## config.mk

```make
export PLATFORM = sky130hd
export DESIGN_NAME = flash_front
export DESIGN_NICKNAME = d
export VERILOG_FILES = /design/src/design/flash_front_pkg.sv /design/src/design/flash_front.sv
export SDC_FILE = /design/constraint.sdc
export NUM_CORES = 1
export LEC_CHECK = 0
export BUFFER_PORTS_ARGS = -buffer_cell sky130_fd_sc_hd__buf_4
export CAP_MARGIN = 20
export CORE_AREA = 2 2 114 116
export DETAILED_ROUTE_END_ITERATION = 16
export DIE_AREA = 0 0 116 118
export GPL_ROUTABILITY_DRIVEN = 0
export GPL_TIMING_DRIVEN = 1
export PLACE_DENSITY_LB_ADDON = 0.25
export RECOVER_POWER = 25
export SETUP_SLACK_MARGIN = 0.3
export SLEW_MARGIN = 20
export SYNTH_ARGS = -nofsm -noshare
export SYNTH_HDL_FRONTEND = slang
export SYNTH_SLANG_ARGS = --single-unit
```

## constraint.sdc

```tcl
create_clock -name clk -period 4.7 [get_ports clk]
set_input_delay 0.47 -clock clk [delete_from_list [all_inputs] [get_ports clk]]
set_output_delay 0.47 -clock clk [all_outputs]
set_load 0.03 [all_outputs]
```

## src/design/flash_front_pkg.sv

```systemverilog
package flash_front_pkg;

  // array geometry, byte address of the full 4 MB array
  localparam int ADDR_W = 24;
  localparam int SECTOR_LSB = 12;
  localparam int HALF_BLOCK_LSB = 15;
  localparam int BLOCK_LSB = 16;
  localparam int ARRAY_MSB = 21;
  localparam int SECTOR_W = 10;
  localparam int HALF_BLOCK_W = 7;
  localparam int BLOCK_W = 6;
  localparam logic [1:0] ADDR_BYTES_LAST = 2'h2;

  // lane counts per serial clock
  localparam logic [3:0] LANES_1 = 4'h1;
  localparam logic [3:0] LANES_2 = 4'h2;
  localparam logic [3:0] LANES_4 = 4'h4;
  localparam logic [3:0] BITS_PER_BYTE = 4'h8;

  // opcodes
  localparam logic [7:0] OP_READ = 8'h03;
  localparam logic [7:0] OP_FAST_READ = 8'h0b;
  localparam logic [7:0] OP_PAGE_PROG = 8'h02;
  localparam logic [7:0] OP_SECTOR_ERASE = 8'h20;
  localparam logic [7:0] OP_HALF_BLOCK_ERASE = 8'h52;
  localparam logic [7:0] OP_BLOCK_ERASE = 8'hd8;
  localparam logic [7:0] OP_DUAL_OUT_READ = 8'h3b;
  localparam logic [7:0] OP_DUAL_IO_READ = 8'hbb;
  localparam logic [7:0] OP_DUAL_ID_READ = 8'h92;
  localparam logic [7:0] OP_QUAD_OUT_READ = 8'h6b;
  localparam logic [7:0] OP_QUAD_IO_READ = 8'heb;
  localparam logic [7:0] OP_QUAD_WORD_READ = 8'he7;
  localparam logic [7:0] OP_QUAD_ID_READ = 8'h94;
  localparam logic [7:0] OP_QUAD_PAGE_PROG = 8'h32;

  // reset values
  localparam logic [7:0] BYTE_RST = 8'h00;
  localparam logic [3:0] NIBBLE_RST = 4'h0;

  // transfer phase, one-hot
  typedef enum logic [3:0] {
    PH_OPC = 4'b0001,
    PH_ADDR = 4'b0010,
    PH_DATA = 4'b0100,
    PH_IGNORE = 4'b1000
  } phase_t;

endpackage

```

## src/design/flash_front.sv

```systemverilog
// Operation
// - address space split into 1024 uniform 4 KB sectors, last at 3FF000h.
// - sixteen sectors form one 64 KB block, blocks 0 to 63.
// - eight sectors form one 32 KB half block, half blocks 0 to 127.
// - works with serial clock idling low or high (modes 0 and 3).
// - inputs sampled on rising clock edges, outputs change after falling edges.
// - dual output, dual io and dual id reads move two bits per clock.
// - in dual transfers lines 0 and 1 are bidirectional data.
// - quad reads, quad id read and quad page program move four bits.
// - in quad transfers lines 0 to 3 all carry data.
// - quad opcodes run only when quad enable bit is set.
// - after power-up a select falling edge is needed before selection.
// - ignore everything until power-on reset releases, then start clean.
// - reasserted power-on reset stops all response.
// - select low means active; select high without write means standby.
// - during pause the outputs float and clock and input are ignored.
// - pause freezes the transfer and resumes at the same bit.
// - pause starts when pause input falls with serial clock low.
// - pause ends when pause input rises with serial clock low.
// - select going high during pause resets the interface.
// - pause change while clock high waits until clock goes low.
// - pause only works with quad enable clear; else line 3 is data.
// - with select high all inputs ignored and outputs float.
// - pause never stops a running internal write, program or erase.
`timescale 1ns/10ps
module flash_front
  import flash_front_pkg::*;
(
  input wire logic clk,
  input wire logic nrst,
  input wire logic sclk,
  input wire logic csN,
  input wire logic [3:0] ioIn,
  output logic [3:0] ioOut,
  output logic [3:0] ioOe,
  input wire logic quadEnableBit,
  input wire logic writeBusy,
  input wire logic [7:0] txByte,
  output logic txReq,
  output logic [7:0] opcode,
  output logic opValid,
  output logic [23:0] address,
  output logic addrValid,
  output logic [9:0] sectorNum,
  output logic [6:0] halfBlockNum,
  output logic [5:0] blockNum,
  output logic addrInRange,
  output logic [7:0] rxByte,
  output logic rxValid,
  output logic paused,
  output logic active,
  output logic standby
);

  // lanes used while the address is shifted in
  function automatic logic [3:0] addrLanes(input logic [7:0] op);
    if (op == OP_DUAL_IO_READ || op == OP_DUAL_ID_READ) begin
      addrLanes = LANES_2;
    end else if (op == OP_QUAD_IO_READ || op == OP_QUAD_WORD_READ || op == OP_QUAD_ID_READ) begin
      addrLanes = LANES_4;
    end else begin
      addrLanes = LANES_1;
    end
  endfunction
  // lanes used in the data phase
  function automatic logic [3:0] dataLanes(input logic [7:0] op);
    if (op == OP_DUAL_OUT_READ || op == OP_DUAL_IO_READ || op == OP_DUAL_ID_READ) begin
      dataLanes = LANES_2;
    end else if (op == OP_QUAD_OUT_READ || op == OP_QUAD_IO_READ || op == OP_QUAD_WORD_READ ||
                 op == OP_QUAD_ID_READ || op == OP_QUAD_PAGE_PROG) begin
      dataLanes = LANES_4;
    end else begin
      dataLanes = LANES_1;
    end
  endfunction
  function automatic logic isQuad(input logic [7:0] op);
    isQuad = (dataLanes(op) == LANES_4);
  endfunction
  function automatic logic isRead(input logic [7:0] op);
    isRead = (op == OP_READ || op == OP_FAST_READ || op == OP_DUAL_OUT_READ || op == OP_DUAL_IO_READ ||
              op == OP_DUAL_ID_READ || op == OP_QUAD_OUT_READ || op == OP_QUAD_IO_READ ||
              op == OP_QUAD_WORD_READ || op == OP_QUAD_ID_READ);
  endfunction
  function automatic logic needsAddr(input logic [7:0] op);
    needsAddr = isRead(op) || op == OP_PAGE_PROG || op == OP_QUAD_PAGE_PROG ||
                op == OP_SECTOR_ERASE || op == OP_HALF_BLOCK_ERASE || op == OP_BLOCK_ERASE;
  endfunction

  logic sclkMeta, sclkSync, sclkDly;
  logic csMeta, csSync, csDly;
  logic [3:0] ioMeta, ioSync;
  logic sclkRise, sclkFall, csFall, go;
  logic armed_reg, selected_reg, paused_reg;
  phase_t phase_reg;
  logic [3:0] bitCnt_reg;
  logic [1:0] addrCnt_reg;
  logic [7:0] shiftIn_reg, txShift_reg;
  logic [3:0] lanes;
  logic [7:0] shiftIn_next;
  logic byteDone, readData;

  // two-stage synchronisers on every pin plus edge history on clock and select; the first stage feeds only the second
  // select flops reset low: a reset value of high would arm the part before the pin was ever seen high
  always_ff @(posedge clk or negedge nrst) begin
    if (!nrst) begin
      sclkMeta <= 1'b0;
      sclkSync <= 1'b0;
      sclkDly <= 1'b0;
      csMeta <= 1'b0;
      csSync <= 1'b0;
      csDly <= 1'b0;
      ioMeta <= NIBBLE_RST;
      ioSync <= NIBBLE_RST;
    end else begin
      sclkMeta <= sclk;
      sclkSync <= sclkMeta;
      sclkDly <= sclkSync;
      csMeta <= csN;
      csSync <= csMeta;
      csDly <= csSync;
      ioMeta <= ioIn;
      ioSync <= ioMeta;
    end
  end

  // edges work the same whatever level the clock idles at
  assign sclkRise = sclkSync & ~sclkDly;
  assign sclkFall = ~sclkSync & sclkDly;
  assign csFall = ~csSync & csDly;
  // pause and deselect both mask the serial clock
  assign go = selected_reg & ~csSync & ~paused_reg;

  // select high must be seen once after reset, so a select already low is not taken
  always_ff @(posedge clk or negedge nrst) begin
    if (!nrst) begin
      armed_reg <= 1'b0;
    end else if (csSync) begin
      armed_reg <= 1'b1;
    end
  end

  always_ff @(posedge clk or negedge nrst) begin
    if (!nrst) begin
      selected_reg <= 1'b0;
    end else if (csSync) begin
      selected_reg <= 1'b0;
    end else if (csFall && armed_reg) begin
      selected_reg <= 1'b1;
    end
  end

  // pause tracks the pause pin only while the clock is low, so a change with it high waits; deselect drops it
  always_ff @(posedge clk or negedge nrst) begin
    if (!nrst) begin
      paused_reg <= 1'b0;
    end else if (!selected_reg || csSync || quadEnableBit) begin
      paused_reg <= 1'b0;
    end else if (!sclkSync) begin
      paused_reg <= ~ioSync[3];
    end
  end

  // lane count of the current phase
  always_comb begin
    lanes = LANES_1;
    readData = 1'b0;
    if (phase_reg == PH_ADDR) begin
      lanes = addrLanes(opcode);
    end else if (phase_reg == PH_DATA) begin
      lanes = dataLanes(opcode);
      readData = isRead(opcode);
    end
  end

  // bits enter at the bottom, so the first bit ends up most significant
  always_comb begin
    shiftIn_next = {shiftIn_reg[6:0], ioSync[0]};
    if (lanes == LANES_2) begin
      shiftIn_next = {shiftIn_reg[5:0], ioSync[1], ioSync[0]};
    end else if (lanes == LANES_4) begin
      shiftIn_next = {shiftIn_reg[3:0], ioSync[3], ioSync[2], ioSync[1], ioSync[0]};
    end
  end

  assign byteDone = (bitCnt_reg + lanes) == BITS_PER_BYTE;

  // bit position; frozen while paused so the transfer picks up where it stopped
  always_ff @(posedge clk or negedge nrst) begin
    if (!nrst) begin
      bitCnt_reg <= NIBBLE_RST;
      shiftIn_reg <= BYTE_RST;
    end else if (csSync) begin
      bitCnt_reg <= NIBBLE_RST;
    end else if (go && sclkRise) begin
      shiftIn_reg <= shiftIn_next;
      bitCnt_reg <= byteDone ? NIBBLE_RST : bitCnt_reg + lanes;
    end
  end

  // phase sequence: opcode, address, then data until select rises
  always_ff @(posedge clk or negedge nrst) begin
    if (!nrst) begin
      phase_reg <= PH_OPC;
      addrCnt_reg <= 2'h0;
    end else if (csSync) begin
      phase_reg <= PH_OPC;
      addrCnt_reg <= 2'h0;
    end else if (go && sclkRise && byteDone) begin
      case (phase_reg)
        PH_OPC: begin
          if (isQuad(shiftIn_next) && !quadEnableBit) begin
            phase_reg <= PH_IGNORE;
          end else if (needsAddr(shiftIn_next)) begin
            phase_reg <= PH_ADDR;
          end else begin
            phase_reg <= PH_DATA;
          end
        end
        PH_ADDR: begin
          addrCnt_reg <= addrCnt_reg + 2'h1;
          if (addrCnt_reg == ADDR_BYTES_LAST) begin
            phase_reg <= PH_DATA;
          end
        end
        default: begin
          phase_reg <= phase_reg;
        end
      endcase
    end
  end

  // captured opcode and address, with one-cycle strobes
  always_ff @(posedge clk or negedge nrst) begin
    if (!nrst) begin
      opcode <= BYTE_RST;
      opValid <= 1'b0;
      address <= '0;
      addrValid <= 1'b0;
    end else begin
      opValid <= go && sclkRise && byteDone && phase_reg == PH_OPC;
      addrValid <= go && sclkRise && byteDone && phase_reg == PH_ADDR && addrCnt_reg == ADDR_BYTES_LAST;
      if (go && sclkRise && byteDone && phase_reg == PH_OPC) begin
        opcode <= shiftIn_next;
      end
      if (go && sclkRise && byteDone && phase_reg == PH_ADDR) begin
        address <= {address[15:0], shiftIn_next};
      end
    end
  end

  // sector, half block and block numbers of the received address
  always_ff @(posedge clk or negedge nrst) begin
    if (!nrst) begin
      sectorNum <= '0;
      halfBlockNum <= '0;
      blockNum <= '0;
      addrInRange <= 1'b0;
    end else begin
      sectorNum <= address[ARRAY_MSB:SECTOR_LSB];
      halfBlockNum <= address[ARRAY_MSB:HALF_BLOCK_LSB];
      blockNum <= address[ARRAY_MSB:BLOCK_LSB];
      addrInRange <= address[ADDR_W-1:ARRAY_MSB+1] == 2'h0;
    end
  end

  // write data bytes; read opcodes give no received bytes
  always_ff @(posedge clk or negedge nrst) begin
    if (!nrst) begin
      rxByte <= BYTE_RST;
      rxValid <= 1'b0;
    end else begin
      rxValid <= go && sclkRise && byteDone && phase_reg == PH_DATA && !readData;
      if (go && sclkRise && byteDone && phase_reg == PH_DATA) begin
        rxByte <= shiftIn_next;
      end
    end
  end

  // read bytes load at each byte boundary and leave on falling edges
  always_ff @(posedge clk or negedge nrst) begin
    if (!nrst) begin
      txShift_reg <= BYTE_RST;
      txReq <= 1'b0;
    end else begin
      txReq <= 1'b0;
      if (go && sclkRise && byteDone && isRead(opcode) &&
          (phase_reg == PH_DATA || (phase_reg == PH_ADDR && addrCnt_reg == ADDR_BYTES_LAST))) begin
        txShift_reg <= txByte;
        txReq <= 1'b1;
      end else if (go && sclkFall && readData) begin
        txShift_reg <= txShift_reg << lanes;
      end
    end
  end

  // pin values change only after a falling edge; enables come on after the rise that opens the data phase and drop at once on pause or deselect
  always_ff @(posedge clk or negedge nrst) begin
    if (!nrst) begin
      ioOut <= NIBBLE_RST;
      ioOe <= NIBBLE_RST;
    end else begin
      if (!go || !readData) begin
        ioOe <= NIBBLE_RST;
      end else if (lanes == LANES_4) begin
        ioOe <= 4'hf;
      end else if (lanes == LANES_2) begin
        ioOe <= 4'h3;
      end else begin
        ioOe <= 4'h2;
      end
      if (go && sclkFall && readData) begin
        if (lanes == LANES_4) begin
          ioOut <= txShift_reg[7:4];
        end else if (lanes == LANES_2) begin
          ioOut <= {2'h0, txShift_reg[7:6]};
        end else begin
          ioOut <= {2'h0, txShift_reg[7], 1'b0};
        end
      end
    end
  end

  // power state; a running internal write keeps the part out of standby even when paused
  always_ff @(posedge clk or negedge nrst) begin
    if (!nrst) begin
      active <= 1'b0;
      standby <= 1'b1;
      paused <= 1'b0;
    end else begin
      active <= selected_reg;
      standby <= csSync && !writeBusy;
      paused <= paused_reg;
    end
  end
endmodule

```

# Word level (Yosys, flattened, before mapping)
# Cells that the tools add are included.
[word_totals]
ff_bits = 121
latch_bits = 0
in_bits = 18
n_memories = 0
elab_cells = 188
output_inout_bits = 79
mem_bits_rw = 0
mem_bits_ro = 0
[op_classes]
div = 0
shifts = 1
eq_ne = 34
n_bitwise = 10
magnitude_cmp = 0
n_reduce_logical = 70
addsub = 2
mux = 39
multipliers = 0
[op_table]
columns = ["op", "n"]
rows = [
  ["$eq A8 B8 Y1 const B", 11],
  ["$mux W4", 14],
  ["$eq A8 B6 Y1 const B", 5],
  ["$logic_or A1 B1 Y1", 40],
  ["$mux W8", 4],
  ["$eq A8 B2 Y1 const B", 3],
  ["$eq A8 B7 Y1 const B", 3],
  ["$mux W3", 8],
  ["$eq A8 B4 Y1 const B", 2],
  ["$logic_and A1 B1 Y1", 15],
  ["$eq A4 B3 Y1 const B", 3],
  ["$reduce_bool A2 Y1", 5],
  ["$mux W1", 9],
  ["$eq A4 B2 Y1 const B", 2],
  ["$pmux W4 S2", 1],
  ["$shl A8 B4 Y8", 1],
  ["$mux W2", 3],
  ["$and A1 B1 Y1", 5],
  ["$logic_not A1 Y1", 5],
  ["$not A1 Y1", 5],
  ["$add A4 B4 Y4", 1],
  ["$eq A4 B1 Y1 const B", 1],
  ["$eq A4 B4 Y1 const B", 1],
  ["$reduce_and A2 Y1", 2],
  ["7 further kinds", 7],
]

# Depth between registers and ports, before layout
[depth]
depth_word = 31
depth_mapped = 17
ltp_nobuf = 16

# Worst setup path after synthesis
# Ideal clock, no wire load.
[synth_timing]
kind = "register -> register"
startpoint = "register opcode[0]"
endpoint = "register txShift_reg[5]"
slack_ps = 185
path_stages_with_launch = 17
n_path_buf = 3
t_arrival_ps = 4379
t_required_ps = 4564
setup_ps = 136
cell_sequence = "dfrtp_1 or4b_4 nor3_1 nor3_1 a211o_1 clkbuf_1 ha_1 fa_1 xor2_1 nor3_1 nor3b_1 nand2_1 o21ai_0 and2_1 clkbuf_1 clkbuf_1 o21ai_0"
[synth_between]
elab_chain_cells = 15
[synth_lines]
columns = ["element", "line", "text"]
rows = [
  ["start, declared", "flash_front.sv:40", "output logic [7:0] opcode,"],
  ["start signal, assigned", "flash_front.sv:243", "opcode <= shiftIn_next;"],
  ["$eq A8 B7 Y1 / $eq A8 B8 Y1 (equally long branches)", "flash_front.sv:69, flash_front.sv:81, flash_front.sv:59", ""],
  ["$logic_or A1 B1 Y1 (3 in series)", "flash_front.sv:69", "end else if (op == OP_QUAD_OUT_READ || op == OP_QUAD_IO_READ || op == OP_QUAD_WORD_READ ||"],
  ["$logic_or A1 B1 Y1", "flash_front.sv:70", "op == OP_QUAD_ID_READ || op == OP_QUAD_PAGE_PROG) begin"],
  ["$mux W3", "flash_front.sv:69", ""],
  ["$mux W3", "flash_front.sv:67", "if (op == OP_DUAL_OUT_READ || op == OP_DUAL_IO_READ || op == OP_DUAL_ID_READ) begin"],
  ["$mux W3", "flash_front.sv:169", "end else if (phase_reg == PH_DATA) begin"],
  ["$mux W4", "flash_front.sv:167", "if (phase_reg == PH_ADDR) begin"],
  ["$add A4 B4 Y4", "flash_front.sv:185", "assign byteDone = (bitCnt_reg + lanes) == BITS_PER_BYTE;"],
  ["$eq A4 B4 Y1", "flash_front.sv:185", ""],
  ["$logic_and A1 B1 Y1 (3 in series)", "flash_front.sv:286", "if (go && sclkRise && byteDone && isRead(opcode) &&"],
  ["$mux W8 / $reduce_bool A2 Y1 (equally long branches)", "--", ""],
  ["end signal, assigned", "flash_front.sv:288", "txShift_reg <= txByte;"],
  ["end signal, assigned", "flash_front.sv:291", "txShift_reg <= txShift_reg << lanes;"],
  ["end, declared", "flash_front.sv:97", "logic [7:0] shiftIn_reg, txShift_reg;"],
]
# Parallel ways exist; a longest one is shown, timed or not. The select of a mux whose other input is x is not followed.
# A chain may end at the register's enable or synchronous reset.

# Final worst setup path
[layout_timing]
startpoint = "register opcode[0]"
endpoint = "register txShift_reg[7]"
# The elaborated chain is that of the path after synthesis.

==> impl_metrics.json <==
{
  "fin_skew_ns": 0.01079,
  "area_growth_pct": 22.74,
  "pin_count": 97,
  "holdPathStages": 2,
  "cts_buffer_depth": 2,
  "wl_per_cell_um": 14.84,
  "max_freq_ghz": 0.2479,
  "ys_seq_elements": 107,
  "finalCritPeriodShare_pct": 85.82,
  "postCtsSetupBuffers": 0,
  "grtUsageTotal_pct": 16.72,
  "fin_crit_ns": 4.034,
  "antenna_found_initial": 0,
  "worstSkewPairLatency_ns": 0.36,
  "critPathSlowestCell": "or4b_4",
  "tightestPinTransition_ns": 1.790,
  "cts_sinks": 107,
  "core_um2": 12410,
  "rsz0062_at_grt": "false",
  "syn_area_per_cell_um2": 10.31,
  "dpl.hpwl_um": 7709,
  "drtPass1Iterations": 5,
  "hold_buffers": 0,
  "wl_um": 10890,
  "ctsRootBufferMaster": "clkbuf_16",
  "synthTopCellsByArea": "dfrtp_1 54%, nand2_1 8.4%, o21ai_0 3.8%, buf_4 2.2%, mux2_2 2.1%",
  "grt_max_degree": 74,
  "grt_pass1_wl_um": 17850,
  "die_x_um": 116,
  "fin_setup_tns_ns": 0,
  "yosys_warnings": 0,
  "synth_top_area_cell": "dfrtp_1",
  "numCtsBuffers": 9,
  "cpLargestDelayFamily": "simple AND/OR/NAND/NOR gates",
  "cp_slowest_stage_delay_ns": 0.60,
  "irDropWorstVdd_mv": 0.2108,
  "cts_tree": "built",
  "drtIter0Drc": 258,
  "path_class": "flop to flop",
  "synth_cell_types": 72,
  "violations": "max-capacitance violations, max-slew violations",
  "total_power_uw": 1789,
  "cp_max_fo": 15,
  "post-route-drc-count": 0,
  "drtAntennaViolNets": 0,
  "crit_chain": "or4b_4 > nor2_2 > nor3_1 > a211o_1 > ha_1 > fa_1 > xor2_1 > nor3_1 > nor3b_2 > nand2_1 > buf_4 > o21ai_0 > and2_1 > mux2_2",
  "leakage_uw": 0.002902,
  "synth_edf_count": 0,
  "critical_path_arrival_ns": 4.27,
  "antennaDiodeCount": 0,
  "worst-path-stages": 14,
  "max-cap-violations": 1,
  "maxSlewViolCount": 74,
  "setup_violations": 0,
  "power_density_nw_per_um2": 298.3,
  "min_path_type": "primary input to flop",
  "largest_register_ffs": 24,
  "syn-num-nets": 497,
  "start_kind": "flop",
  "drive_gt1_share_pct": 27.94,
  "std_cell_rows": 41,
  "largest_register": "address",
  "portBuffers": 96,
  "cp_common_cell": "nor3_1",
  "status": "finished with violations",
  "grt_overflow": 0,
  "synth_area_um2": 4886,
  "slew_headroom_pct": -19.31,
  "synthCells": 474,
  "rr_worst_depth": 14,
  "die_h_um": 118,
  "path_buf_inv": 1,
  "start_util_pct": 39.36,
  "final_nets": 580,
  "cts_resized": 0,
  "via_per_inst": 5.091,
  "die_area_um2": 13690,
  "clkTransAtPathRegs_ns": 0.07,
  "grt_pass1_vias": 3497,
  "required_ns": 4.94,
  "synth-async-reset-ratio_pct": 100.0,
  "endpoint_kind": "flop",
  "cts.htree.levels": 3,
  "ys_seq_area_share_pct": 54.85,
  "synth_ff_type": "dfrtp_1",
  "synth_top_area_share_pct": 53.78,
  "hold_violations": 0,
  "via_count": 3737
}
[kinds of logic after synthesis]
| kind of cell | synth area share (%) |
|---|---|
| XOR/XNOR | 0.7172 |
| flip-flops | 54.85 |
| multiplexers | 3.867 |
| AND/OR/NAND/NOR | 20.59 |
| adder cells (fa/ha/maj) | 1.434 |
| AO/OA/AOI/OAI | 13.68 |
| buffers and inverters | 4.865 |
[worst paths after layout]
| path | startpoint | to | slack (ns) |
|---|---|---|---|
| min in group asynchronous | nrst | blockNum[2] | 0.58 |
| max reg2reg | opcode[0] | txShift_reg[7] | 0.67 |
| min reg2reg | sclkMeta | sclkSync | 0.34 |
| max in group asynchronous | nrst | standby | 2.78 |
| min | writeBusy | standby | 0.22 |
| max | opcode[0] | txShift_reg[7] | 0.67 |
[metrics by stage]
stage                     hold WS [ns]  utilization (%)  cells  worst slack, ns  area [µm²]
after floorplan                 0.1744                -    474           0.3251        4892
after CTS                       0.2022            48.26    734           0.5345        5991
after detailed placement        0.3347            45.97    718           0.5476        5707
final                           0.2190            48.31    734           0.6663        5997
after global routing            0.2053            48.31    734           0.3782        5997
after global placement          0.3340            45.97    718           0.7251        5707
[cells in the mapped netlist (all sizes together), types with 5 or more instances]
cell type,number
nand3,7
o31ai,5
a21oi,12
clkbuf,17
nor2,29
o21ai,39
nand2b,7
a211oi,5
o211ai,6
inv,13
nor3,11
nand2,109
dfrtp,105
mux2i,6
nand3b,7
mux2,10
buf,15
[report_power, final]
group / switching [µW] / internal (µW)
Combinational: 69.4 / 39.9
Clock: 355 / 369
Sequential: 19.8 / 936
[cells in the final DEF (no fill, tap or decap), types with 6 or more instances in the layout]
| cell type | synthesis | layout |
|---|---|---|
| mux2_2 | 9 | 9 |
| o211ai_1 | 6 | 6 |
| nand2_1 | 109 | 109 |
| clkbuf_4 | 0 | 6 |
| nand3b_1 | 7 | 7 |
| clkbuf_16 | 0 | 9 |
| nor3_1 | 11 | 10 |
| nand3_1 | 7 | 7 |
| nor2_1 | 26 | 26 |
| nand2b_1 | 7 | 7 |
| o21ai_0 | 37 | 37 |
| buf_4 | 14 | 97 |
| inv_1 | 11 | 11 |
| a21oi_1 | 12 | 12 |
| dfrtp_1 | 105 | 105 |
[worst reg2reg max path, cell delays in order (launching register included)]
cell and delay (ns):
dfrtp_1 0.46, or4b_4 0.60, nor2_2 0.23, nor3_1 0.08, a211o_1 0.35, ha_1 0.22
fa_1 0.38, xor2_1 0.18, nor3_1 0.23, nor3b_2 0.29, nand2_1 0.08, buf_4 0.19
o21ai_0 0.08, and2_1 0.20, mux2_2 0.35
[metal layers]
metal	vias to the layer above	wire length [µm]	global-route usage (%)	part of all wire, %
li1	1797	-	-	-
met3	16	561	4.583	5.2
met2	103	5207	25.29	48
met5	-	0	0	0
met4	0	215	5.208	2.0
met1	1821	4906	23.34	45
[cell type report]
cell class | instances | area [µm²]
Fill cell | 1166 | 6417
Clock buffer | 9 | 225.2
Clock inverter | 7 | 58.81
Multi-Input combinational cell | 321 | 1978
Inverter | 14 | 61.31
Tap cell | 172 | 215.2
Sequential cell | 107 | 2680
Timing Repair Buffer | 104 | 778.2
(Power assumes the default switching activity.)
